===== config.mk =====
export PLATFORM = sky130hd
export DESIGN_NAME = flow_i2c_readout
export DESIGN_NICKNAME = d
export VERILOG_FILES = /design/src/flow_readout_pkg.sv /design/src/sample_buffer.sv /design/src/flow_i2c_readout.sv
export SDC_FILE = /design/constraint.sdc
export NUM_CORES = 1
export LEC_CHECK = 0
export BUFFER_PORTS_ARGS = -buffer_cell sky130_fd_sc_hd__buf_2
export CORE_MARGIN = 2
export CORE_UTILIZATION = 64
export CTS_CLUSTER_DIAMETER = 50
export DETAILED_ROUTE_END_ITERATION = 8
export MAX_ROUTING_LAYER = met4
export PLACE_DENSITY = 0.85
export SYNTH_ARGS = -nofsm -noshare
export SYNTH_HDL_FRONTEND = slang
export SYNTH_SLANG_ARGS = --single-unit

===== constraint.sdc =====
create_clock -name mclk_in -period 5.3 [get_ports mclk_in]
set_input_delay 1.06 -clock mclk_in [delete_from_list [all_inputs] [get_ports mclk_in]]
set_output_delay 1.06 -clock mclk_in [all_outputs]
set_load 0.01 [all_outputs]

===== src/flow_readout_pkg.sv =====
// shared constants and types for the flow sensor two-wire readout
package flow_readout_pkg;

  // bus address and direction
  localparam logic [6:0] DEV_ADDR      = 7'h50;
  localparam logic       DIR_READ      = 1'b1;

  // bit counting inside one byte
  localparam logic [3:0] BIT_CNT_ZERO  = 4'h0;
  localparam logic [3:0] BIT_CNT_ONE   = 4'h1;
  localparam logic [3:0] BIT_CNT_LAST  = 4'h7;
  localparam logic [3:0] BIT_CNT_BYTE  = 4'h8;

  // byte order of one read frame
  localparam logic [1:0] IDX_CHK       = 2'h0;
  localparam logic [1:0] IDX_HI        = 2'h1;
  localparam logic [1:0] IDX_LO        = 2'h2;
  localparam logic [1:0] IDX_ONE       = 2'h1;

  // flow value layout
  localparam int         FLOW_W        = 12;
  localparam logic [3:0] HI_PAD        = 4'h0;
  localparam logic [7:0] BYTE_ZERO     = 8'h00;
  localparam logic [7:0] BYTE_ONES     = 8'hff;

  // line levels
  localparam logic       LINE_HIGH     = 1'b1;
  localparam logic       LINE_LOW      = 1'b0;

  // buffer in the measurement path
  localparam int         BUF_DEPTH     = 2;

  typedef struct packed {
    logic [FLOW_W-1:0] count;
  } flow_word_t;

  typedef struct packed {
    logic [7:0] chk;
    logic [7:0] hi;
    logic [7:0] lo;
  } frame_t;

  typedef enum logic [2:0] {
    ST_IDLE,
    ST_ADDR,
    ST_ADDR_ACK,
    ST_TX,
    ST_TX_ACK,
    ST_IGNORE
  } link_state_t;

endpackage


===== src/sample_buffer.sv =====
// two-entry valid/ready buffer for flow measurements
module sample_buffer #(
  parameter int WIDTH = 12,
  parameter int DEPTH = 2
) (
  input  wire logic             mclk_in,
  input  wire logic             reset_in,
  input  wire logic [WIDTH-1:0] in_data_in,
  input  wire logic             in_valid_in,
  output logic                  in_ready_out,
  output logic      [WIDTH-1:0] out_data_out,
  output logic                  out_valid_out,
  input  wire logic             out_ready_in
);

  localparam int PW = (DEPTH > 1) ? $clog2(DEPTH) : 1;
  localparam int CW = $clog2(DEPTH + 1);
  localparam logic [CW-1:0] CNT_FULL = CW'(DEPTH);
  localparam logic [CW-1:0] CNT_ZERO = '0;
  localparam logic [PW-1:0] PTR_LAST = PW'(DEPTH - 1);
  localparam logic [PW-1:0] PTR_ZERO = '0;

  logic [WIDTH-1:0] mem_r [DEPTH];
  logic [PW-1:0]    wr_ptr_r;
  logic [PW-1:0]    rd_ptr_r;
  logic [CW-1:0]    cnt_r;
  logic [CW-1:0]    cnt_nxt;
  logic             not_full_r;
  wire              push = in_valid_in && not_full_r;
  wire              pop  = out_valid_out && out_ready_in;

  assign in_ready_out  = not_full_r;
  assign out_valid_out = (cnt_r != CNT_ZERO);
  assign out_data_out  = mem_r[rd_ptr_r];
  assign cnt_nxt       = cnt_r + CW'(push) - CW'(pop);

  always_ff @(posedge mclk_in) begin
    if (push) begin
      mem_r[wr_ptr_r] <= in_data_in;
    end
  end

  always_ff @(posedge mclk_in) begin
    if (reset_in) begin
      wr_ptr_r   <= PTR_ZERO;
      rd_ptr_r   <= PTR_ZERO;
      cnt_r      <= CNT_ZERO;
      not_full_r <= 1'b0;
    end else begin
      if (push) begin
        wr_ptr_r <= (wr_ptr_r == PTR_LAST) ? PTR_ZERO : wr_ptr_r + PW'(1);
      end
      if (pop) begin
        rd_ptr_r <= (rd_ptr_r == PTR_LAST) ? PTR_ZERO : rd_ptr_r + PW'(1);
      end
      cnt_r      <= cnt_nxt;
      not_full_r <= (cnt_nxt != CNT_FULL);
    end
  end

endmodule


===== src/flow_i2c_readout.sv =====
// two-wire slave that returns checksum and flow bytes of the latest measurement
module flow_i2c_readout (
  input  wire logic                        mclk_in,
  input  wire logic                        reset_in,
  input  wire logic                        scl_in,
  input  wire logic                        sda_in,
  output logic                             sda_out,
  output logic                             sda_oe_n_out,
  input  wire flow_readout_pkg::flow_word_t sample_in,
  input  wire logic                        sample_valid_in,
  output logic                             sample_ready_out,
  output logic                             busy_out,
  output logic                             read_done_out,
  output logic                             master_nack_out,
  output flow_readout_pkg::flow_word_t     latest_out
);
  import flow_readout_pkg::*;

  ////////////////////////////////////////////////////////////////////////////
  // helpers

  function automatic frame_t build_frame(input flow_word_t w);
    logic [7:0] hi;
    logic [7:0] lo;
    logic [7:0] sum;
    hi = {HI_PAD, w.count[FLOW_W-1:8]};
    lo = w.count[7:0];
    sum = hi + lo;
    build_frame.hi  = hi;
    build_frame.lo  = lo;
    build_frame.chk = BYTE_ZERO - sum;
  endfunction

  // byte slots past the frame read as all ones, like a released line
  function automatic logic [7:0] frame_byte(input frame_t f, input logic [1:0] idx);
    logic [7:0] b;
    b = BYTE_ONES;
    if (idx == IDX_CHK) begin
      b = f.chk;
    end else if (idx == IDX_HI) begin
      b = f.hi;
    end else if (idx == IDX_LO) begin
      b = f.lo;
    end
    return b;
  endfunction

  ////////////////////////////////////////////////////////////////////////////
  // pin synchronisers and bus event detection

  logic scl_meta_r;
  logic scl_sync_r;
  logic scl_prev_r;
  logic sda_meta_r;
  logic sda_sync_r;
  logic sda_prev_r;

  // the 200 MHz sampler sees many cycles in each bus clock phase
  always_ff @(posedge mclk_in) begin
    if (reset_in) begin
      scl_meta_r <= LINE_HIGH;
      scl_sync_r <= LINE_HIGH;
      scl_prev_r <= LINE_HIGH;
      sda_meta_r <= LINE_HIGH;
      sda_sync_r <= LINE_HIGH;
      sda_prev_r <= LINE_HIGH;
    end else begin
      scl_meta_r <= scl_in;
      scl_sync_r <= scl_meta_r;
      scl_prev_r <= scl_sync_r;
      sda_meta_r <= sda_in;
      sda_sync_r <= sda_meta_r;
      sda_prev_r <= sda_sync_r;
    end
  end

  // both lines pass the same two flops, so their order is kept for start and stop
  wire scl_rise   = scl_sync_r && !scl_prev_r;
  wire scl_fall   = !scl_sync_r && scl_prev_r;
  wire scl_steady = scl_sync_r && scl_prev_r;
  wire start_cond = scl_steady && sda_prev_r && !sda_sync_r;
  wire stop_cond  = scl_steady && !sda_prev_r && sda_sync_r;

  ////////////////////////////////////////////////////////////////////////////
  // measurement path: buffer drains into the newest-value register

  link_state_t state_r;
  link_state_t state_nxt;
  flow_word_t  buf_data;
  logic        buf_valid;
  logic        buf_ready;
  flow_word_t  latest_r;

  // frozen while a read to us runs, so the buffer fills and stalls the source
  assign buf_ready = (state_r == ST_IDLE) || (state_r == ST_IGNORE);
  wire   buf_pop   = buf_valid && buf_ready;

  sample_buffer #(
    .WIDTH ($bits(flow_word_t)),
    .DEPTH (BUF_DEPTH)
  ) u_buf (
    .mclk_in       (mclk_in),
    .reset_in      (reset_in),
    .in_data_in    (sample_in),
    .in_valid_in   (sample_valid_in),
    .in_ready_out  (sample_ready_out),
    .out_data_out  (buf_data),
    .out_valid_out (buf_valid),
    .out_ready_in  (buf_ready)
  );

  always_ff @(posedge mclk_in) begin
    if (reset_in) begin
      latest_r <= '0;
    end else if (buf_pop) begin
      latest_r <= buf_data;
    end
  end

  ////////////////////////////////////////////////////////////////////////////
  // link state machine

  logic [3:0] bit_cnt_r;
  logic [3:0] bit_cnt_nxt;
  logic [7:0] shift_r;
  logic [7:0] shift_nxt;
  logic [1:0] byte_idx_r;
  logic [1:0] byte_idx_nxt;
  frame_t     frame_r;
  frame_t     frame_nxt;
  logic       oe_n_r;
  logic       oe_n_nxt;
  logic       acked_r;
  logic       acked_nxt;
  logic       done_r;
  logic       done_nxt;
  logic       nack_r;
  logic       nack_nxt;

  wire [7:0] rx_byte  = {shift_r[6:0], sda_sync_r};
  wire       addr_hit = (shift_r[7:1] == DEV_ADDR) && (shift_r[0] == DIR_READ);
  wire [1:0] next_idx = byte_idx_r + IDX_ONE;
  wire [7:0] next_tx  = frame_byte(frame_r, next_idx);
  wire [7:0] first_tx = frame_byte(frame_r, IDX_CHK);

  always_comb begin
    state_nxt    = state_r;
    bit_cnt_nxt  = bit_cnt_r;
    shift_nxt    = shift_r;
    byte_idx_nxt = byte_idx_r;
    frame_nxt    = frame_r;
    oe_n_nxt     = oe_n_r;
    acked_nxt    = acked_r;
    done_nxt     = 1'b0;
    nack_nxt     = nack_r;
    // stop and start win over any state, so a cut frame never leaves the line held
    if (stop_cond) begin
      state_nxt = ST_IDLE;
      oe_n_nxt  = LINE_HIGH;
    end else if (start_cond) begin
      state_nxt   = ST_ADDR;
      bit_cnt_nxt = BIT_CNT_ZERO;
      oe_n_nxt    = LINE_HIGH;
      nack_nxt    = 1'b0;
    end else begin
      case (state_r)
        ST_ADDR: begin
          if (scl_rise && bit_cnt_r != BIT_CNT_BYTE) begin
            shift_nxt   = rx_byte;
            bit_cnt_nxt = bit_cnt_r + BIT_CNT_ONE;
          end else if (scl_fall && bit_cnt_r == BIT_CNT_BYTE) begin
            if (addr_hit) begin
              oe_n_nxt  = LINE_LOW;
              // frozen here so the three bytes always describe one measurement
              frame_nxt = build_frame(latest_r);
              state_nxt = ST_ADDR_ACK;
            end else begin
              state_nxt = ST_IGNORE;
            end
          end
        end
        // the ack is let go at the next fall, which also puts out the first data bit
        ST_ADDR_ACK: begin
          if (scl_fall) begin
            byte_idx_nxt = IDX_CHK;
            shift_nxt    = first_tx;
            oe_n_nxt     = first_tx[7];
            bit_cnt_nxt  = BIT_CNT_ZERO;
            state_nxt    = ST_TX;
          end
        end
        ST_TX: begin
          if (scl_fall) begin
            // the eighth fall frees the line so the master owns the response slot
            if (bit_cnt_r == BIT_CNT_LAST) begin
              oe_n_nxt  = LINE_HIGH;
              state_nxt = ST_TX_ACK;
            end else begin
              shift_nxt   = {shift_r[6:0], LINE_HIGH};
              oe_n_nxt    = shift_r[6];
              bit_cnt_nxt = bit_cnt_r + BIT_CNT_ONE;
            end
          end
        end
        // the master's answer is taken on the rise and acted on at the following fall
        ST_TX_ACK: begin
          if (scl_rise) begin
            acked_nxt = (sda_sync_r == LINE_LOW);
          end else if (scl_fall) begin
            if (acked_r && byte_idx_r != IDX_LO) begin
              byte_idx_nxt = next_idx;
              shift_nxt    = next_tx;
              oe_n_nxt     = next_tx[7];
              bit_cnt_nxt  = BIT_CNT_ZERO;
              state_nxt    = ST_TX;
            end else begin
              done_nxt  = 1'b1;
              nack_nxt  = !acked_r;
              state_nxt = ST_IGNORE;
            end
          end
        end
        default: begin
        end
      endcase
    end
  end

  always_ff @(posedge mclk_in) begin
    if (reset_in) begin
      state_r    <= ST_IDLE;
      bit_cnt_r  <= BIT_CNT_ZERO;
      shift_r    <= BYTE_ZERO;
      byte_idx_r <= IDX_CHK;
      acked_r    <= 1'b0;
    end else begin
      state_r    <= state_nxt;
      bit_cnt_r  <= bit_cnt_nxt;
      shift_r    <= shift_nxt;
      byte_idx_r <= byte_idx_nxt;
      acked_r    <= acked_nxt;
    end
  end

  always_ff @(posedge mclk_in) begin
    if (reset_in) begin
      frame_r <= '0;
      oe_n_r  <= LINE_HIGH;
      done_r  <= 1'b0;
      nack_r  <= 1'b0;
    end else begin
      frame_r <= frame_nxt;
      oe_n_r  <= oe_n_nxt;
      done_r  <= done_nxt;
      nack_r  <= nack_nxt;
    end
  end

  ////////////////////////////////////////////////////////////////////////////
  // outputs

  // the drive value is fixed low; the enable alone carries each bit
  logic sda_lvl_r;
  logic busy_r;

  always_ff @(posedge mclk_in) begin
    if (reset_in) begin
      sda_lvl_r <= LINE_LOW;
      busy_r    <= 1'b0;
    end else begin
      sda_lvl_r <= LINE_LOW;
      busy_r    <= !buf_ready;
    end
  end

  // open drain: only ever pulls low, enable is active low
  assign sda_out         = sda_lvl_r;
  assign sda_oe_n_out    = oe_n_r;
  assign busy_out        = busy_r;
  assign read_done_out   = done_r;
  assign master_nack_out = nack_r;
  assign latest_out      = latest_r;

endmodule


* Word-level counts from Yosys, hierarchy flattened
Memory sizes are Yosys's and may differ from the RTL's. A register that Yosys moved wholly into a read port is not among the register bits.
Cells that the tools add are included.
Widths: inputs -> output; s select.
** Operators by class
- Bitwise logic cells :: 6
- Add/sub/neg operators :: 8
- Reduce and logical (&&, ||, !) cells :: 40
- Muxes and demuxes :: 56
- Eq/ne operators :: 36
** Operator list (count)
- $mux 8 :: 10
- $mux 4 :: 8
- $pmux 8 s4 :: 1
- $ne 3x3->1 const B :: 10
- $ne 2x2->1 const B :: 14
- $mux 3 :: 9
- $mux 1 :: 20
- $reduce_and 9->1 :: 2
- $pmux 4 s4 :: 1
- $reduce_and 8->1 :: 2
- $logic_and 1x1->1 :: 13
- $pmux 3 s4 :: 1
- $reduce_and 10->1 :: 1
- $add 4x8->8 :: 1
- $mux 2 :: 4
- $reduce_bool 2->1 :: 4
- $sub 1x8->8 const A :: 1
- $eq 7x7->1 const B :: 1
- $reduce_and 7->1 :: 1
- $eq 3x2->1 const B :: 2
- $eq 3x3->1 const B :: 2
- $logic_not 1->1 :: 6
- $not 1->1 :: 6
- $reduce_and 6->1 :: 1
- 24 further kinds :: 25
** Storage, ports and cells
- Memories kept :: 1
- Input bits :: 17
- Logic and storage cells :: 170
- Bits in registers :: 53
- RAM bits :: 24
- Output and inout port bits :: 18
** Memory list
- u_buf.mem_r :: words 2, width 12, read ports 1, clocked after Yosys merged registers in 1, write ports 1, line sample_buffer.sv:23 : logic [WIDTH-1:0] mem_r [DEPTH];

* Longest topological paths before layout
- Depth after elaboration :: 9
- Mapped depth :: 13
- Mapped depth without buffers :: 10

* Cells and area by module
A second synthesis with hierarchy kept.
** Second synthesis, totals
- Cell total of the unflattened synthesis :: 443
- Area, all modules :: 4357.9 µm²
** By module, submodules not included
- flow_i2c_readout :: cells each 375, area each 3186.8 µm², times used 1, seq. area each 1201.2 µm²
- sample_buffer :: cells each 68, area each 1171.1 µm², times used 1, seq. area each 840.8 µm²

* Least setup slack after synthesis
No wires, ideal clock.
- Path kind :: flip-flop to flip-flop
- Start :: reg state_r[2]
- End :: reg u_buf.not_full_r (netlist: u_buf.in_ready_out)
- Arrival :: 2299 ps
- Slack :: 2874 ps
- Stages on the path, launching flop included :: 14
- Path buffers :: 3
- Data required time :: 5172 ps
- Cell sequence :: dfxtp_1 > buf_1 > xor2_1 > nor2_1 > o21a_1 > clkbuf_1 > clkbuf_1 > ha_1 > inv_1 > ha_1 > xor2_1 > xnor2_1 > nor2_1 > nor2_1
** Between the ends
- Longest elaborated chain between the ends :: 5
- Elaborated cells between the ends (all ways) :: 6
- Those cells by class :: add/sub: 1; eq/ne: 2; reduce/logical: 3
** RTL lines
- from (decl) :: line flow_i2c_readout.sv:87 : link_state_t state_r;
- from (signal assigned) :: line flow_i2c_readout.sv:237 : state_r <= state_nxt;
- $eq 3x3->1 / $logic_not 3->1 (equally long branches) :: line flow_i2c_readout.sv:95 : assign buf_ready = (state_r == ST_IDLE) || (state_r == ST_IGNORE);
- $logic_or 1x1->1 * :: line flow_i2c_readout.sv:95
- $logic_and 1x1->1 *
- via buf_pop :: line flow_i2c_readout.sv:96 : wire buf_pop = buf_valid && buf_ready;
- $sub 2x1->2 * :: line sample_buffer.sv:35 : assign cnt_nxt = cnt_r + CW'(push) - CW'(pop);
- $ne 2x2->1 * :: line sample_buffer.sv:57 : not_full_r <= (cnt_nxt != CNT_FULL);
- to (signal assigned) :: line sample_buffer.sv:57
- to (decl) :: line sample_buffer.sv:28 : logic not_full_r;
The timed path passes the listed nets; every way through them passes the cells marked *.
A chain may end at the register's enable or synchronous reset.

* Worst setup path after layout
- Start :: reg state_r[2]
- End :: reg u_buf.not_full_r (netlist: u_buf.in_ready_out)
** Between the ends
- Longest elaborated chain between the ends :: 5
- Elaborated cells between the ends (all ways) :: 6
- Those cells by class :: add/sub: 1; eq/ne: 2; reduce/logical: 3
** RTL lines
- $eq 3x3->1 / $logic_not 3->1 (equally long branches) :: line flow_i2c_readout.sv:95
- $logic_or 1x1->1 * :: line flow_i2c_readout.sv:95
- $logic_and 1x1->1 * :: line sample_buffer.sv:30 : wire pop = out_valid_out && out_ready_in;
- $sub 2x1->2 * :: line sample_buffer.sv:35
- $ne 2x2->1 * :: line sample_buffer.sv:57
Every way passes the cells marked *; elsewhere a longest branch is shown, timed or not.

==> impl_metrics.csv <==
group,metric,value,unit
run_status,outcome,"complete, no violations",
floorplanning,die_h,84.04,um
final_layout,finish.instance_area,4504,um2
cts,cts.path.max_buffers,2,
job,maxCapViolCount,0,
timing,max_freq,364.9,MHz
timing,fin_crit,2.740,ns
logic_synthesis,yosys_warnings,0,
logic_synthesis,avgSynthCellArea,9.716,um2
cts,tritoncts,"done",
route,vias,3119,
timing,rsz0062_at_grt,"no",
cts,cts_max_level,3,
floorplanning,die-area,7063,um2
final_layout,num-fill-cells,444,
pwr,leakagePower,1.673,nW
final_layout,antenna_cells,0,
logic_synthesis,async_flop_share,0,
logic_synthesis,netlist_area,4100,um2
global_routing,track_usage,0.2382,
floorplanning,io_pins,35,
worst_hold_path,min_path_cells,1,
global_routing,grt_max_degree,60,
logic_synthesis,ys_ff_latch,89,
worst_hold_path,hp-class,"flop to flop",
route,drt-total-wl,7.795,mm
setup_path,crit-reg2reg-launch,"state_r[2]",
route,viasPerCell,5.941,
cts,clk_pin_slew,0.09,ns
cts,post_cts_resize_count,0,
final_layout,fin_cells,525,
cts,cts_buffers,9,
cts,cts.sinks,89,
setup_path,crit_chain,"xor2_1 > nor2_1 > o21a_1 > ha_1 > inv_1 > ha_1 > xor2_1 > xnor2_1 > nor2_1 > nor2_1",
global_routing,antenna_found_initial,0,
final_layout,nets,479,
setup_path,crit_top_cell,"nor2_1",
route,drt_iter0_markers,235,
floorplanning,core_area,6277,um2
timing,worst_slack,2.560,ns
floorplanning,rows,29,
placed_design,place_hpwl,5.457,mm
global_routing,overflow,0,
timing,drv_slew,0,
setup_path,crit_slowest_cell,"o21a_1",
worst_hold_path,min_to,"scl_sync_r",
setup_path,arrival,2.95,ns
timing,tightest_slew,1.022,ns
setup_path,crit_fanout,26,
setup_path,critPathBufInv,1,
cts,clkLatencyLatePin,0.35,ns
setup_path,timing.rr.end,"u_buf.in_ready_out",
timing,hold_violations,0,
logic_synthesis,syn_inst,422,
timing,maxSlewHeadroom,0.3184,
timing,setup_viol,0,
setup_path,critical-path-top-delay-family,"compound AO/OA/AOI/OAI gates",
global_routing,grt_pass1_vias,2849,
timing,finClkSkew,0.009615,ns
placed_design,place_inst,509,
route,wl_per_cell,14.85,um
setup_path,critPathMaxStageDelay,0.68,ns
worst_hold_path,hp-start,"scl_meta_r",
cts,cts_root_buffer,"clkbuf_8",
setup_path,reg2reg_slack,2.56,ns
cts,cts_setup_buffers,0,
setup_path,start_kind,"flop",
logic_synthesis,yosysUniqueCellTypes,60,
placed_design,place_area,4257,um2
pwr,p_per_area,446.5,nW/um2
setup_path,r2r_cells,10,
logic_synthesis,synth_fp_nets,458,
final_layout,layout-drive-gt1-share,0.1429,
logic_synthesis,synth_enable_flop_cells,24,
floorplanning,start_util,0.6532,
route,first_pass_iters,5,
setup_path,critPathKind,"flop to flop",
route,drc,0,
logic_synthesis,synth_ff_type,"dfxtp_1",
final_layout,syn2layout_area_growth,9.857,%
route,ant_nets,0,
cts,hold_buffers,0,
timing,tns,0,ns
placed_design,pre_cts_ws,2.503,ns
global_routing,grt_pass1_wl,13.21,mm
floorplanning,fp.dieW,84.04,um
placed_design,place_congestion,0.8862,
placed_design,port_buffers,33,
logic_synthesis,synth_seq_area_share,0.4931,
timing,period_share,0.5170,
pwr,vdd.ir_drop.worst,0.3162,mV
setup_path,required,5.51,ns
setup_path,endpoint_kind,"flop",
final_layout,fin_util,0.7176,
-- synthesized netlist by cell type, types with 2 or more instances --
master	n	area [um2]
a222oi_1	6	60.06
edfxtp_1	24	720.7
nand3_1	3	15.01
nand2b_1	10	62.56
nor3b_1	4	30.03
clkbuf_1	16	60.06
a21oi_1	31	155.2
a22oi_1	2	15.01
o21ai_0	10	50.05
nand3b_1	6	45.04
ha_1	18	225.2
nor2b_1	6	37.54
buf_2	3	15.01
nor3_1	4	20.02
or2_2	7	43.79
nor4_1	2	12.51
buf_4	2	15.01
dfxtp_1	65	1301
nor2_1	40	150.1
a32o_1	2	20.02
o211ai_1	2	15.01
mux2i_1	13	130.1
xor2_1	6	52.55
o21bai_1	5	37.54
a21o_1	4	30.03
and3_1	2	12.51
nand2_1	50	187.7
xnor2_1	2	17.52
inv_1	22	82.58
a211o_1	2	17.52
a211oi_1	24	180.2
-- report_power, final --
group | internal [W] | total, W | switching, W | leakage, nW
clock | 0.000319 | 0.000566 | 0.000247 | 0.126
combinational | 0.000253 | 0.000576 | 0.000323 | 0.797
sequential | 0.000783 | 0.000869 | 0.0000858 | 0.749
-- cell type report --
| type | count | area (um2) | share of cell area |
|---|---|---|---|
| flip-flops and latches | 89 | 2022 | 0.4489 |
| multi-input cells | 288 | 1891 | 0.4197 |
| clock inverters | 7 | 123.9 | 0.02750 |
| inverters | 22 | 82.58 | 0.01833 |
| clock buffers | 9 | 123.9 | 0.02750 |
| repair buffers | 33 | 165.2 | 0.03667 |
| well taps | 77 | 96.34 | 0.02139 |
-- per-layer routing --
metal,vias to the layer above,part of all wire,global-route usage
met3,13,0.055,0.05045
met4,0,0.014,0.06891
met1,1460,0.44,0.3061
met2,103,0.49,0.3824
met5,-,0,-
li1,1543,-,-
-- state kept, by name (all words and copies together), names as in the netlist, 2 cells and up --
signal       flops
u_buf.mem_r     24
frame_r         12
latest_out      12
first_tx         8
shift_r          8
bit_cnt_r        4
state_r          3
byte_idx_r       2
u_buf.cnt_r      2
-- per-stage QoR --
| step | power, W | hold WS [ns] |
|---|---|---|
| 2_1_floorplan | 0.001302 | 0.3895 |
| 3_3_place_gp | 0.001431 | 0.3906 |
| 3_5_place_dp | 0.001457 | 0.3965 |
| 4_1_cts | 0.002017 | 0.4175 |
| 5_1_grt | 0.002129 | 0.4474 |
| 6_report | 0.002011 | 0.4166 |
-- worst max-delay path by stage --
stage / slack [ns] / endpoint / startpoint / depth (start not counted)
final: 2.56 / u_buf.in_ready_out / state_r[2] / 10
after global routing: 2.35 / u_buf.in_ready_out / state_r[0] / 10
after CTS: 2.59 / u_buf.in_ready_out / state_r[0] / 10
after detailed placement: 2.50 / first_tx[6] / reset_in / 4
after global placement: 2.56 / first_tx[6] / reset_in / 4
after floorplan: 2.87 / u_buf.in_ready_out / state_r[2] / 13
-- cells by family after synthesis --
kind of cell,count (synthesis),share of synthesized area
buf+inv,45,0.04577
simple gates,147,0.1828
compound gates,100,0.1688
other cells,1,0.0009146
xor+xnor,8,0.01709
fa+ha+maj,19,0.05981
flops,89,0.4931
mux,13,0.03174
-- cell usage in the layout (no fill, tap or decap), drive strengths merged, types with 3 or more instances in the layout --
| cell type | count |
|---|---|
| ha | 18 |
| a222oi | 6 |
| nor2b | 6 |
| nor3 | 4 |
| xor2 | 6 |
| nor2 | 40 |
| dfxtp | 65 |
| inv | 25 |
| nor4 | 4 |
| o21ai | 10 |
| nand2 | 50 |
| nand3 | 3 |
| a21oi | 31 |
| o21bai | 5 |
| buf | 33 |
| nand2b | 10 |
| clkbuf | 9 |
| a211oi | 24 |
| nor3b | 4 |
| bufinv | 3 |
| mux2i | 13 |
| edfxtp | 24 |
| or2 | 7 |
| a21o | 4 |
| nand3b | 6 |
(Power assumes the default switching activity.)
